[src/hdl/sfs_pkg.sv]
// Package of constants and types for the field bus fault supervisor.
package sfs_pkg;
  localparam int NUM_UNITS       = 17;
  localparam int NUM_TERM        = 8;
  localparam int NUM_DET         = 8;
  localparam int TERM_DEFINED    = 4;
  localparam int UNIT_MON        = 16;
  localparam int CLK_HZ          = 20_000_000;
  localparam int RESET_GAP_S     = 20;
  localparam int RESET_GAP_CYC   = CLK_HZ * RESET_GAP_S;
  localparam int MINUTE_S        = 60;
  localparam int MINUTE_CYC      = CLK_HZ * MINUTE_S;
  localparam int BUS_BPS_X10     = 1536000;
  localparam int ERRCNT_W        = 8;
  localparam int FAULT_LATCH_CNT = 3;

  // Register byte addresses.
  localparam logic [7:0] ADDR_CTRL    = 8'h00;
  localparam logic [7:0] ADDR_ENABLE  = 8'h04;
  localparam logic [7:0] ADDR_STATUS  = 8'h08;
  localparam logic [7:0] ADDR_CLEAR   = 8'h0C;
  localparam logic [7:0] ADDR_LINK    = 8'h10;
  localparam logic [7:0] ADDR_PERM    = 8'h14;
  localparam logic [7:0] ADDR_MMAP    = 8'h18;
  localparam logic [7:0] ADDR_ERRSEL  = 8'h1C;
  localparam logic [7:0] ADDR_ERRCNT  = 8'h20;
  localparam logic [7:0] ADDR_PERMSEL = 8'h24;
  localparam logic [7:0] ADDR_PERMDAT = 8'h28;

  // Control register fields.
  localparam int CTRL_RUN     = 0;
  localparam int CTRL_MAP_LO  = 1;
  localparam int CTRL_DET_LO  = 3;
  localparam int CTRL_RETRY_LO = 8;

  // Clear register bits.
  localparam int CLR_FAULT = 0;
  localparam int CLR_ERRS  = 1;

  localparam logic [1:0] RESP_OKAY   = 2'b00;
  localparam logic [1:0] RESP_SLVERR = 2'b10;

  typedef enum logic [1:0] {
    SFS_MAP_16 = 2'h0,
    SFS_MAP_24 = 2'h1,
    SFS_MAP_SINGLE = 2'h2
  } sfs_map_t;

  typedef enum logic [1:0] {
    SFS_DET_OFF = 2'h0,
    SFS_DET_ON  = 2'h1,
    SFS_DET_RST = 2'h2
  } sfs_det_t;

  typedef enum logic [2:0] {
    SFS_OK      = 3'b001,
    SFS_HOLD    = 3'b010,
    SFS_LATCHED = 3'b100
  } sfs_fault_t;

  typedef struct packed {
    logic [7:0]  addr;
    logic [31:0] data;
  } sfs_wr_t;
endpackage : sfs_pkg

[src/hdl/sfs_gap_timer.sv]
// Per-detector spacing timer for automatic detector reset pulses.
module sfs_gap_timer
  import sfs_pkg::*;
#(
  parameter int GAP_CYC = RESET_GAP_CYC
) (
  input  wire logic CLK_SYS,
  input  wire logic RST_N,
  input  wire logic enable,
  input  wire logic wdog,
  output logic      pulse
);
  localparam int CW = $clog2(GAP_CYC + 1);
  logic [CW-1:0] cnt_q;
  logic [CW-1:0] cnt_d;
  logic          pulse_d;

  // A pulse fires only once the gap since the previous pulse has run out.
  always_comb begin
    cnt_d   = cnt_q;
    pulse_d = 1'b0;
    if (cnt_q != '0) begin
      cnt_d = cnt_q - 1'b1;
    end else if (enable && wdog) begin
      pulse_d = 1'b1;
      cnt_d   = CW'(GAP_CYC - 1);
    end
  end

  // Registers the countdown and the reset pulse.
  always_ff @(posedge CLK_SYS or negedge RST_N) begin
    if (!RST_N) begin
      cnt_q <= '0;
      pulse <= 1'b0;
    end else begin
      cnt_q <= cnt_d;
      pulse <= pulse_d;
    end
  end
endmodule : sfs_gap_timer

[src/hdl/sfs_supervisor.sv]
// Field bus fault supervisor with an AXI4-Lite register slave.
////////////////////////////////////////////////////////////////////////////////
// Behaviour
// - The field bus runs synchronously at 153.6 Kbps with standard frames.
// - Frames flow to every enabled unit at once while run is on.
// - Seventeen unit slots: eight terminal, eight detector, one monitor.
// - Terminal units five to eight are reserved and never enabled.
// - Map setting picks 16, 24 or single-unit 8 channel layout.
// - A 0 to 255 minute retry time loads the fault countdown.
// - Retry time zero latches every critical fault until cleared.
// - Nonzero retry holds fault only until links return; countdown continues.
// - Third fault inside one countdown latches until cleared.
// - Detector fault setting gates detector event recording.
// - On-with-reset issues a detector reset on watchdog fault.
// - Automatic detector resets stay at least 20 seconds apart.
// - Permissive table mismatch with monitor card gives fault and flash.
// - Permissive table is a triangular matrix over channels 1-16.
// - Each monitor channel maps to an output channel; 0 means identity.
// - Per unit frame error count, and lost-link status for units 1 to 16, readable and clearable.
// - Lost link to an enabled unit raises a critical fault.
//
// Design decisions made here: register access over AXI4-Lite and the register addresses.
module sfs_supervisor
  import sfs_pkg::*;
#(
  parameter int MINUTE_CYCLES = MINUTE_CYC,
  parameter int GAP_CYCLES    = RESET_GAP_CYC
) (
  input  wire logic                 CLK_SYS,
  input  wire logic                 RST_N,
  input  wire logic [7:0]           S_AXI_AWADDR,
  input  wire logic                 S_AXI_AWVALID,
  output logic                      S_AXI_AWREADY,
  input  wire logic [31:0]          S_AXI_WDATA,
  input  wire logic [3:0]           S_AXI_WSTRB,
  input  wire logic                 S_AXI_WVALID,
  output logic                      S_AXI_WREADY,
  output logic [1:0]                S_AXI_BRESP,
  output logic                      S_AXI_BVALID,
  input  wire logic                 S_AXI_BREADY,
  input  wire logic [7:0]           S_AXI_ARADDR,
  input  wire logic                 S_AXI_ARVALID,
  output logic                      S_AXI_ARREADY,
  output logic [31:0]               S_AXI_RDATA,
  output logic [1:0]                S_AXI_RRESP,
  output logic                      S_AXI_RVALID,
  input  wire logic                 S_AXI_RREADY,
  input  wire logic [NUM_UNITS-1:0] UNIT_LINK_OK,
  input  wire logic [NUM_UNITS-1:0] UNIT_FRAME_ERR,
  input  wire logic [NUM_DET-1:0]   DET_FAULT,
  input  wire logic [NUM_DET-1:0]   DET_WDOG,
  input  wire logic [119:0]         MON_CARD_PERM,
  output logic [NUM_UNITS-1:0]      UNIT_POLL_EN,
  output logic [1:0]                TERM_LAYOUT,
  output logic [NUM_DET-1:0]        DET_EVENT,
  output logic [NUM_DET-1:0]        DET_RESET,
  output logic                      CRIT_FAULT,
  output logic                      PERM_FAULT,
  output logic                      FLASH_REQ,
  output logic [79:0]               MON_MAP
);
  localparam int PERM_BITS = 120;
  localparam int MW = $clog2(MINUTE_CYCLES + 1);

  ////////////////////////////////////////////////////////////////////////////
  // Synchronisers for the unit status pins.
  logic [NUM_UNITS-1:0] link_s1_q, link_s2_q, ferr_s1_q, ferr_s2_q, ferr_s3_q;
  logic [NUM_DET-1:0]   dflt_s1_q, dflt_s2_q, dflt_s3_q, wdog_s1_q, wdog_s2_q;
  logic [PERM_BITS-1:0] card_s1_q, card_s2_q;

  // Two flops on every pin, a third for edge detection where needed.
  always_ff @(posedge CLK_SYS or negedge RST_N) begin
    if (!RST_N) begin
      link_s1_q <= '1;
      link_s2_q <= '1;
      ferr_s1_q <= '0;
      ferr_s2_q <= '0;
      ferr_s3_q <= '0;
      dflt_s1_q <= '0;
      dflt_s2_q <= '0;
      dflt_s3_q <= '0;
      wdog_s1_q <= '0;
      wdog_s2_q <= '0;
      card_s1_q <= '0;
      card_s2_q <= '0;
    end else begin
      link_s1_q <= UNIT_LINK_OK;
      link_s2_q <= link_s1_q;
      ferr_s1_q <= UNIT_FRAME_ERR;
      ferr_s2_q <= ferr_s1_q;
      ferr_s3_q <= ferr_s2_q;
      dflt_s1_q <= DET_FAULT;
      dflt_s2_q <= dflt_s1_q;
      dflt_s3_q <= dflt_s2_q;
      wdog_s1_q <= DET_WDOG;
      wdog_s2_q <= wdog_s1_q;
      card_s1_q <= MON_CARD_PERM;
      card_s2_q <= card_s1_q;
    end
  end

  ////////////////////////////////////////////////////////////////////////////
  // Register bank and AXI4-Lite slave.
  logic [31:0]          ctrl_q, ctrl_d;
  logic [NUM_UNITS-1:0] enable_q, enable_d;
  logic [PERM_BITS-1:0] perm_q, perm_d;
  logic [79:0]          mmap_q, mmap_d;
  logic [4:0]           errsel_q, errsel_d;
  logic [2:0]           permsel_q, permsel_d;
  logic                 aw_q, aw_d, w_q, w_d;
  logic [7:0]           awaddr_q, awaddr_d;
  logic [31:0]          wdata_q, wdata_d;
  logic                 bvalid_d, rvalid_d;
  logic [1:0]           bresp_d, rresp_d;
  logic [31:0]          rdata_d;
  logic                 clr_fault, clr_errs, do_wr, map_ok;
  sfs_wr_t              wr;
  logic [31:0]          status_w;
  logic [ERRCNT_W-1:0]  errcnt [NUM_UNITS];

  assign S_AXI_AWREADY = !aw_q && !S_AXI_BVALID;
  assign S_AXI_WREADY  = !w_q && !S_AXI_BVALID;
  assign S_AXI_ARREADY = !S_AXI_RVALID;
  assign wr = '{addr: awaddr_q, data: wdata_q};
  assign do_wr = aw_q && w_q && !S_AXI_BVALID;
  // Terminal layout codes outside the three layouts are refused.
  assign map_ok = wdata_q[CTRL_MAP_LO +: 2] != 2'h3;

  // Address and data are caught in any order; the write lands once both are.
  always_comb begin
    ctrl_d    = ctrl_q;
    enable_d  = enable_q;
    perm_d    = perm_q;
    mmap_d    = mmap_q;
    errsel_d  = errsel_q;
    permsel_d = permsel_q;
    aw_d      = aw_q;
    w_d       = w_q;
    awaddr_d  = awaddr_q;
    wdata_d   = wdata_q;
    bvalid_d  = S_AXI_BVALID && !S_AXI_BREADY;
    bresp_d   = S_AXI_BRESP;
    rvalid_d  = S_AXI_RVALID && !S_AXI_RREADY;
    rresp_d   = S_AXI_RRESP;
    rdata_d   = S_AXI_RDATA;
    clr_fault = 1'b0;
    clr_errs  = 1'b0;
    if (S_AXI_AWVALID && S_AXI_AWREADY) begin
      aw_d     = 1'b1;
      awaddr_d = S_AXI_AWADDR;
    end
    if (S_AXI_WVALID && S_AXI_WREADY) begin
      w_d     = 1'b1;
      wdata_d = S_AXI_WDATA;
    end
    if (do_wr) begin
      aw_d     = 1'b0;
      w_d      = 1'b0;
      bvalid_d = 1'b1;
      bresp_d  = RESP_OKAY;
      unique case (wr.addr)
        ADDR_CTRL: begin
          if (map_ok) begin
            ctrl_d = wr.data;
          end else begin
            bresp_d = RESP_SLVERR;
          end
        end
        ADDR_ENABLE: begin
          enable_d = wr.data[NUM_UNITS-1:0];
          // Reserved terminal slots cannot be enabled.
          enable_d[NUM_TERM-1:TERM_DEFINED] = '0;
        end
        ADDR_CLEAR: begin
          clr_fault = wr.data[CLR_FAULT];
          clr_errs  = wr.data[CLR_ERRS];
        end
        ADDR_PERMSEL: permsel_d = {1'b0, wr.data[1:0]};
        ADDR_PERMDAT: begin
          if (permsel_q == 3'h3) begin
            perm_d[96 +: 24] = wr.data[23:0];
          end else begin
            perm_d[permsel_q*32 +: 32] = wr.data;
          end
        end
        ADDR_MMAP: begin
          // Entry index in [11:8]; channels above 24 are refused.
          if (wr.data[4:0] > 5'h18) bresp_d = RESP_SLVERR;
          else mmap_d[wr.data[11:8]*5 +: 5] = wr.data[4:0];
        end
        ADDR_ERRSEL: errsel_d = wr.data[4:0];
        default: bresp_d = RESP_SLVERR;
      endcase
    end
    if (S_AXI_ARVALID && S_AXI_ARREADY) begin
      rvalid_d = 1'b1;
      rresp_d  = RESP_OKAY;
      unique case (S_AXI_ARADDR)
        ADDR_CTRL:    rdata_d = ctrl_q;
        ADDR_ENABLE:  rdata_d = 32'(enable_q);
        ADDR_STATUS:  rdata_d = status_w;
        ADDR_LINK:    rdata_d = 32'(link_s2_q);
        ADDR_ERRSEL:  rdata_d = 32'(errsel_q);
        ADDR_ERRCNT:  rdata_d = (errsel_q < 5'(NUM_UNITS)) ?
                                32'(errcnt[errsel_q]) : 32'h0;
        ADDR_PERMSEL: rdata_d = 32'(permsel_q);
        ADDR_PERMDAT: rdata_d = (permsel_q == 3'h3) ? 32'(perm_q[96 +: 24])
                                : perm_q[permsel_q*32 +: 32];
        ADDR_MMAP:    rdata_d = 32'(mmap_q[errsel_q[3:0]*5 +: 5]);
        ADDR_CLEAR:   rdata_d = 32'h0;
        default: begin
          rdata_d = 32'h0;
          rresp_d = RESP_SLVERR;
        end
      endcase
    end
  end

  // Registers of the bus slave and the software settings.
  always_ff @(posedge CLK_SYS or negedge RST_N) begin
    if (!RST_N) begin
      ctrl_q       <= 32'h0;
      enable_q     <= '0;
      perm_q       <= '0;
      mmap_q       <= '0;
      errsel_q     <= '0;
      permsel_q    <= '0;
      aw_q         <= 1'b0;
      w_q          <= 1'b0;
      awaddr_q     <= '0;
      wdata_q      <= '0;
      S_AXI_BVALID <= 1'b0;
      S_AXI_BRESP  <= RESP_OKAY;
      S_AXI_RVALID <= 1'b0;
      S_AXI_RRESP  <= RESP_OKAY;
      S_AXI_RDATA  <= 32'h0;
    end else begin
      ctrl_q       <= ctrl_d;
      enable_q     <= enable_d;
      perm_q       <= perm_d;
      mmap_q       <= mmap_d;
      errsel_q     <= errsel_d;
      permsel_q    <= permsel_d;
      aw_q         <= aw_d;
      w_q          <= w_d;
      awaddr_q     <= awaddr_d;
      wdata_q      <= wdata_d;
      S_AXI_BVALID <= bvalid_d;
      S_AXI_BRESP  <= bresp_d;
      S_AXI_RVALID <= rvalid_d;
      S_AXI_RRESP  <= rresp_d;
      S_AXI_RDATA  <= rdata_d;
    end
  end

  ////////////////////////////////////////////////////////////////////////////
  // Field settings decoded from the control register.
  logic       run;
  logic [7:0] retry_min;
  sfs_det_t   det_mode;
  assign run       = ctrl_q[CTRL_RUN];
  assign retry_min = ctrl_q[CTRL_RETRY_LO +: 8];
  assign det_mode  = sfs_det_t'(ctrl_q[CTRL_DET_LO +: 2]);

  ////////////////////////////////////////////////////////////////////////////
  // Critical fault supervisor with retry countdown.
  sfs_fault_t     fst_q, fst_d;
  logic [7:0]     mins_q, mins_d;
  logic [MW-1:0]  tick_q, tick_d;
  logic [1:0]     nflt_q, nflt_d;
  logic           lost, lost_q, new_fault, counting;

  // A link is lost when an enabled, polled unit stops answering.
  assign lost      = run && |(UNIT_POLL_EN & ~link_s2_q);
  assign new_fault = lost && !lost_q;
  assign counting  = mins_q != 8'h0;

  // Next state of the fault state machine and the countdown.
  always_comb begin
    fst_d  = fst_q;
    mins_d = mins_q;
    tick_d = tick_q;
    nflt_d = nflt_q;
    if (counting) begin
      tick_d = (tick_q == MW'(MINUTE_CYCLES - 1)) ? '0 : tick_q + 1'b1;
      if (tick_q == MW'(MINUTE_CYCLES - 1)) begin
        mins_d = mins_q - 8'h1;
        if (mins_q == 8'h1) begin
          nflt_d = 2'h0;
        end
      end
    end
    unique case (fst_q)
      SFS_OK: begin
        if (new_fault) begin
          if (retry_min == 8'h0) begin
            fst_d = SFS_LATCHED;
          end else begin
            fst_d  = SFS_HOLD;
            nflt_d = nflt_q + 2'h1;
            if (!counting) begin
              mins_d = retry_min;
              tick_d = '0;
              nflt_d = 2'h1;
            end else if (nflt_q == 2'(FAULT_LATCH_CNT - 1)) begin
              fst_d = SFS_LATCHED;
            end
          end
        end
      end
      SFS_HOLD: begin
        if (!lost) begin
          fst_d = SFS_OK;
        end
      end
      SFS_LATCHED: ;
      default: fst_d = SFS_LATCHED;
    endcase
    if (clr_fault && !new_fault) begin
      fst_d  = SFS_OK;
      nflt_d = 2'h0;
      mins_d = 8'h0;
    end
  end

  // Registers of the fault supervisor.
  always_ff @(posedge CLK_SYS or negedge RST_N) begin
    if (!RST_N) begin
      fst_q  <= SFS_OK;
      mins_q <= 8'h0;
      tick_q <= '0;
      nflt_q <= 2'h0;
      lost_q <= 1'b0;
    end else begin
      fst_q  <= fst_d;
      mins_q <= mins_d;
      tick_q <= tick_d;
      nflt_q <= nflt_d;
      lost_q <= lost;
    end
  end

  ////////////////////////////////////////////////////////////////////////////
  // Frame error counters and sticky per-unit status.
  logic [NUM_UNITS-1:0] ustat_q, ustat_d;
  logic [ERRCNT_W-1:0]  ecnt_q [NUM_UNITS];
  logic [ERRCNT_W-1:0]  ecnt_d [NUM_UNITS];
  logic [NUM_UNITS-1:0] ferr_ev;
  assign ferr_ev = ferr_s2_q & ~ferr_s3_q & UNIT_POLL_EN;

  // Counts saturate; a new error in the clearing cycle survives.
  always_comb begin
    ustat_d = ustat_q & ~({NUM_UNITS{clr_errs}});
    ustat_d = ustat_d | (UNIT_POLL_EN & ~link_s2_q);
    for (int i = 0; i < NUM_UNITS; i++) begin
      ecnt_d[i] = clr_errs ? '0 : ecnt_q[i];
      if (ferr_ev[i] && ecnt_d[i] != '1) begin
        ecnt_d[i] = ecnt_d[i] + 1'b1;
      end
    end
  end

  // Registers of the counters.
  always_ff @(posedge CLK_SYS or negedge RST_N) begin
    if (!RST_N) begin
      ustat_q <= '0;
      for (int i = 0; i < NUM_UNITS; i++) begin
        ecnt_q[i] <= '0;
      end
    end else begin
      ustat_q <= ustat_d;
      for (int i = 0; i < NUM_UNITS; i++) begin
        ecnt_q[i] <= ecnt_d[i];
      end
    end
  end
  assign errcnt = ecnt_q;

  // Status word: fault state, counts, permissive, unit status.
  assign status_w = {2'h0, nflt_q, mins_q, 1'b0, PERM_FAULT,
                     fst_q == SFS_LATCHED, CRIT_FAULT, ustat_q[15:0]};

  ////////////////////////////////////////////////////////////////////////////
  // Detector event filter and automatic reset timers.
  logic [NUM_DET-1:0] dev_d, drst;
  assign dev_d = (det_mode != SFS_DET_OFF) ?
                 (dflt_s2_q & ~dflt_s3_q & enable_q[NUM_TERM +: NUM_DET])
                 : '0;

  for (genvar g = 0; g < NUM_DET; g++) begin : g_det
    sfs_gap_timer #(
      .GAP_CYC (GAP_CYCLES)
    ) u_gap (
      .CLK_SYS (CLK_SYS),
      .RST_N   (RST_N),
      .enable  (run && det_mode == SFS_DET_RST &&
                enable_q[NUM_TERM + g]),
      .wdog    (wdog_s2_q[g]),
      .pulse   (drst[g])
    );
  end

  ////////////////////////////////////////////////////////////////////////////
  // Outputs, registered.
  always_ff @(posedge CLK_SYS or negedge RST_N) begin
    if (!RST_N) begin
      UNIT_POLL_EN <= '0;
      TERM_LAYOUT  <= SFS_MAP_16;
      DET_EVENT    <= '0;
      DET_RESET    <= '0;
      CRIT_FAULT   <= 1'b0;
      PERM_FAULT   <= 1'b0;
      FLASH_REQ    <= 1'b0;
      MON_MAP      <= '0;
    end else begin
      UNIT_POLL_EN <= run ? enable_q : '0;
      TERM_LAYOUT  <= ctrl_q[CTRL_MAP_LO +: 2];
      DET_EVENT    <= dev_d;
      DET_RESET    <= drst;
      CRIT_FAULT   <= fst_q != SFS_OK;
      PERM_FAULT   <= enable_q[UNIT_MON] && (perm_q != card_s2_q);
      FLASH_REQ    <= enable_q[UNIT_MON] && (perm_q != card_s2_q);
      for (int c = 0; c < 16; c++) begin
        MON_MAP[c*5 +: 5] <= (mmap_q[c*5 +: 5] == 5'h0) ? 5'(c + 1)
                             : mmap_q[c*5 +: 5];
      end
    end
  end
endmodule : sfs_supervisor
[config.mk]
export PLATFORM = sky130hd
export DESIGN_NAME = sfs_supervisor
export DESIGN_NICKNAME = d
export VERILOG_FILES = /design/src/hdl/sfs_pkg.sv /design/src/hdl/sfs_gap_timer.sv /design/src/hdl/sfs_supervisor.sv
export SDC_FILE = /design/constraint.sdc
export NUM_CORES = 2
export LEC_CHECK = 0
export ABC_AREA = 1
export BUFFER_PORTS_ARGS = -buffer_cell sky130_fd_sc_hd__buf_2
export CAP_MARGIN = 30
export CORE_MARGIN = 8
export CORE_UTILIZATION = 40
export DETAILED_ROUTE_END_ITERATION = 16
export SLEW_MARGIN = 25
export SYNTH_ARGS = -nofsm -noshare
export SYNTH_HDL_FRONTEND = slang
export SYNTH_SLANG_ARGS = --single-unit
[constraint.sdc]
create_clock -name CLK_SYS -period 2.8 [get_ports CLK_SYS]
set_clock_uncertainty 0.1 [all_clocks]
set_input_delay 0.56 -clock CLK_SYS [delete_from_list [all_inputs] [get_ports CLK_SYS]]
set_output_delay 0.56 -clock CLK_SYS [all_outputs]
set_load 0.02 [all_outputs]
; ---- After elaboration in Yosys (flattened, before gate mapping)
; Index checks and enable logic that the tools add are counted.
[classes]
multipliers = 2
bitwise_logic = 14
addsub = 30
n_eq_ne = 46
mux = 135
shifts = 6
order_cmp = 3
n_reduce_logical = 105
[ops]
columns = op, count
row1 = 29-bit 2-to-1 mux, 16
row2 = 8-bit 2-to-1 mux, 45
row3 = 32-bit one-hot mux with 9 select lines, 1
row4 = 29-bit nonzero test, 8
row5 = 29-bit by 1-bit subtractor with 29-bit output (second input constant), 8
row6 = 31-bit 2-to-1 mux, 6
row7 = 8-bit by 1-bit adder with 8-bit output (second input constant), 17
row8 = 8-bit != test (second input constant), 17
row9 = 120-bit bitwise mux, 1
row10 = 120-bit != test, 1
row11 = 32-bit by 34-bit variable shift with 120-bit output (first input constant), 1
row12 = 120-bit by 8-bit indexed part select with 32-bit output, 1
row13 = 32-bit by 34-bit indexed part select with 120-bit output, 1
row14 = 80-bit bitwise mux, 1
row15 = 5-bit zero test, 16
row16 = 5-bit 2-to-1 mux, 16
row17 = 5-bit by 34-bit variable shift with 80-bit output (first input constant), 1
row18 = 5-bit by 34-bit indexed part select with 80-bit output, 1
row19 = 80-bit by 8-bit indexed part select with 5-bit output, 1
row20 = 17-bit bitwise AND, 4
row21 = 7-bit negation with 34-bit output, 2
row22 = 17-bit inverter, 3
row23 = 1-bit logical AND, 47
row24 = 8-bit binary-select mux with 5-bit select, 1
row25 = 43 further kinds, 125
[word_totals]
reg_bits = 1252
in_bits = 229
out_inout_bits = 159
wordCells = 415

; ---- Depth between registers and ports, before layout
[logic_depth]
ltp_word = 9
mapped_depth = 18
depth_no_buf = 15

; ---- By module
; From an unflattened synthesis, not the netlist that was laid out.
[hier_totals]
hier_cells = 6590
hier_area_um2 = 55413.1
[modules_own_cells]
columns = mod, instances, area_per_inst_um2, cells_per_inst, seq_area_each_um2
row1 = sfs_supervisor, 1, 41169.5, 4654, 24091.9
row2 = sfs_gap_timer, 8, 1780.5, 242, 750.7

; ---- Least setup slack after synthesis
; Ideal clock, no wire load.
[synth_path]
kind = flip-flop to flip-flop
start = register S_AXI_BVALID
end = register ecnt_q[70] in the netlist's numbering
path_buffers = 3
path_slack_ns = 0.151
path_stages_with_launch = 17
t_required_ns = 2.577
t_arrival_ns = 2.426
period_less_slack_ns = 2.649
setup_ns = 0.123
cell_sequence = dfrtp_1 inv_1 nand3_2 nor2_1 nand2_2 buf_2 buf_2 buf_2 nand2_1 inv_1 ha_1 nand2_1 inv_1 nand3_1 nor2_1 nand3b_1 xor2_1
[synth_rtl]
columns = item, line
row1 = "start, declared", sfs_supervisor.sv:39  ; output logic S_AXI_BVALID,
row2 = "start signal, assigned", sfs_supervisor.sv:248  ; S_AXI_BVALID <= bvalid_d;
row3 = "end signal, assigned by index", sfs_supervisor.sv:373  ; ecnt_q[i] <= ecnt_d[i];
row4 = "end, declared", sfs_supervisor.sv:346  ; logic [ERRCNT_W-1:0] ecnt_q [NUM_UNITS];

==> results.yml <==
floorplanning:
  io_pins: 388
  dieArea_sq_um: 148000
  rows: 135
  start_util_pct: 40.2
  die_x_microns: 385
  die_h_microns: 385
  core_area_sq_um: 135000
worst_setup_path:
  cpMostUsedCell: "inv_1"
  regToRegSetupSlack_ns: 0.17
  path_max_fanout: 25
  max_stage_delay_ns: 0.41
  r2r_cells: 15
  cp_cell_sequence: "inv_1 > nand3_2 > nor2_1 > nand2_4 > inv_1 > buf_12 > nor2_1 > ha_1 > nand2_1 > inv_1 > nand3_1 > nor2_2 > a21boi_2 > nand2_1 > o21ai_0"
  r2r-start: "S_AXI_BVALID"
  critPathCaptureType: "flip-flop"
  critPathTopFamily: "simple AND/OR/NAND/NOR gates"
  crit_arrival_ns: 3.20
  startpoint_type: "flip-flop"
  cpMaxStageDelayCell: "dfrtp_1"
  worstSetupPathType: "reg -> reg"
  cp_num_buf_inv: 4
  timing.rr.end: "ecnt_q[20]"
  worstPathRequired_ns: 3.37
power:
  p_per_area_nw_per_um2: 776
  leakagePower_nw: 34.5
  vdd_drop_max_mv: 1.46
global_route:
  grtUsageMet3_pct: 5.13
  first_global_vias: 45400
  grt_usage_pct: 22.9
  grt_max_degree: 120
  grt_pass1_wl_microns: 265000
  grt_use_met2_pct: 36.6
  overflow: 0
  grt_antenna_before_repair: 10
  gr-usage-met1_pct: 31.1
  top_usage_layer: "met2"
sta:
  finalCriticalPeriod_ns: 2.63
  fin_crit_sh_pct: 94.0
  fin_hold_ws_ns: 0.132
  worst_pin_slew_ns: 1.16
  max-slew-margin-rel_pct: 22.3
  finalSetupViolations: 0
  hold_viol: 0
  layout_setup_ws_ns: 0.169
  slew_violations: 0
  fmax_mhz: 380
  setup-tns-final_ns: 0
logic_synthesis:
  synthTopCellsByArea: "dfrtp_1 (54%), nand2_1 (11%), nor2_1 (6.4%)"
  synth_top_family_by_area: "simple AND/OR/NAND/NOR gates"
  synthArstFlopShare_pct: 100
  ys_seq_area_share_pct: 55.3
  synth-edff-count: 0
  yosys.cell_types.count: 54
  synth_simple_gate_area_share_pct: 24.6
  yosysWarnings: 0
  synthesis.area_sq_um: 54400
  synth_xor_area_share_pct: 5.22
  synth_compound_area_share_pct: 7.98
  synth_area_leader_cell: "dfrtp_1"
  syn_inst: 6442
  synth_mux_area_share_pct: 0.0621
  ys_ff_latch: 1201
  synth_area_per_cell_sq_um: 8.45
  synth_top_cell_area_share_pct: 53.6
  synthAdderAreaFrac_pct: 0.782
  ys.flop_type: "dfrtp_1"
finish:
  nets: 7395
  final_common_cell: "nand2_1"
  area_growth_pct: 22.6
  final_area_sq_um: 66700
  fillers: 12700
  final_cells: 9032
  final_cell_mix: "nand2_1 (1,603), dfrtp_1 (1,163), nor2_1 (910)"
  drive_gt1_share_pct: 12.9
place:
  pre_cts_ws_ns: 0.115
  dp_cells: 8552
  port_buffers: 373
  dpl_cell_area_sq_um: 59300
  dp_hpwl_microns: 125000
  routabilityCongestion: 0.938
clock_tree:
  cts_buffers: 137
  numClockSinks: 1201
  cts_tree: "done"
  htreeDepth: 4
  cts_root_buf: "clkbuf_16"
  clk_path_buf_depth: 3
  clk_latency_ns: 0.81
  path_clk_slew_ns: 0.06
detailed_routing:
  antenna_left: 0
  viasPerCell: 5.05
  drc: 0
  drt-pass1-iter-count: 6
  num_vias: 45700
  wire_per_inst_microns: 19.0
  drt_iter0_drc: 4250
  routed_wirelength_microns: 171000
run:
  cap_violations: 0
run_status:
  status: "finished, final reports clean"
worst_hold_path:
  hold_path.class: "in -> async"
cells by family after synthesis:
family / after synthesis
other: 1
AND/OR/NAND/NOR: 3234
buffers and inverters: 858
adder cells (fa/ha/maj): 34
multiplexers: 3
XOR/XNOR: 324
AO/OA/AOI/OAI: 787
flip-flops: 1201
per-stage QoR:
| stage | utilization, % | total power [W] |
|---|---|---|
| 2_1_floorplan | - | 0.0274 |
| 3_3_place_gp | 43.9 | 0.0320 |
| 3_5_place_dp | 43.9 | 0.0323 |
| 4_1_cts | 49.1 | 0.0521 |
| 5_1_grt | 49.3 | 0.0543 |
| 6_report | 49.3 | 0.0517 |
per-layer routing:
layer / vias up / part of all wire (%)
li1: 21900 / -
met1: 22000 / 44
met2: 1488 / 46
met3: 293 / 7.5
met4: 4 / 3.1
met5: - / 0.015
where the power goes:
group | leakage (nW) | internal [W] | switching, W
Sequential | 15.6 | 0.0185 | 0.000606
Combinational | 16.5 | 0.00449 | 0.00873
Clock | 2.41 | 0.0114 | 0.00800
Total | 34.5 | 0.0344 | 0.0173
synthesized netlist by cell type, types with 13 or more instances:
library cell / number
a21boi_4: 13
a21oi_1: 146
a31oi_1: 25
buf_2: 31
clkbuf_1: 174
dfrtp_1: 1166
dfstp_2: 35
ha_1: 34
inv_1: 629
nand2_1: 1605
nand3_1: 394
nand3b_1: 22
nand4_1: 82
nor2_1: 929
nor2_2: 16
nor3_1: 109
o211ai_1: 37
o21ai_0: 517
o22ai_1: 26
or2_2: 28
xnor2_1: 141
xor2_1: 183
sequential cells by signal, summed over array words and instances, names as in the netlist, 13 cells and up:
register           flops
ctrl_q                32
wdata_q               32
ferr_s2_q             13
ferr_s3_q             13
ustat_q               16
link_s2_q             17
S_AXI_RDATA           32
ecnt_q               104
MON_MAP               80
UNIT_POLL_EN          13
card_s1_q            120
card_s2_q            120
enable_q              13
mmap_q                80
g_det.u_gap.cnt_q    232
perm_q               120
ferr_s1_q             13
tick_q                31
link_s1_q             17
worst max path at each step:
| stage | start | endpoint | depth (start not counted) |
|---|---|---|---|
| floorplan | S_AXI_BVALID | ecnt_q[70] | 16 |
| global placement | awaddr_q[7] | ecnt_q[9] | 14 |
| detailed placement | awaddr_q[7] | ecnt_q[52] | 14 |
| CTS | awaddr_q[7] | ecnt_q[130] | 14 |
| global route | S_AXI_BVALID | ecnt_q[119] | 16 |
| finish | S_AXI_BVALID | ecnt_q[20] | 15 |
final cells by class:
class / instances / area [sq um] / area share, %
repair buffers: 754 / 5630 / 8.44
diodes: 3 / 7.51 / 0.0113
multi-input cells: 4401 / 21300 / 32.0
clock buffers: 175 / 3820 / 5.73
inverters: 637 / 2390 / 3.59
clock inverters: 80 / 1180 / 1.77
flip-flops and latches: 1201 / 30100 / 45.1
well taps: 1781 / 2230 / 3.34
what timing repair did:
item / CTS / global route
setup endpoints to repair: 0 / 94
resized for setup: 0 / 26
endpoints found under the hold margin: 532 / 0
hold buffers: 209 / 0
setup buffers: 0 / 0
Note: power is estimated with default switching activity, not from simulation.
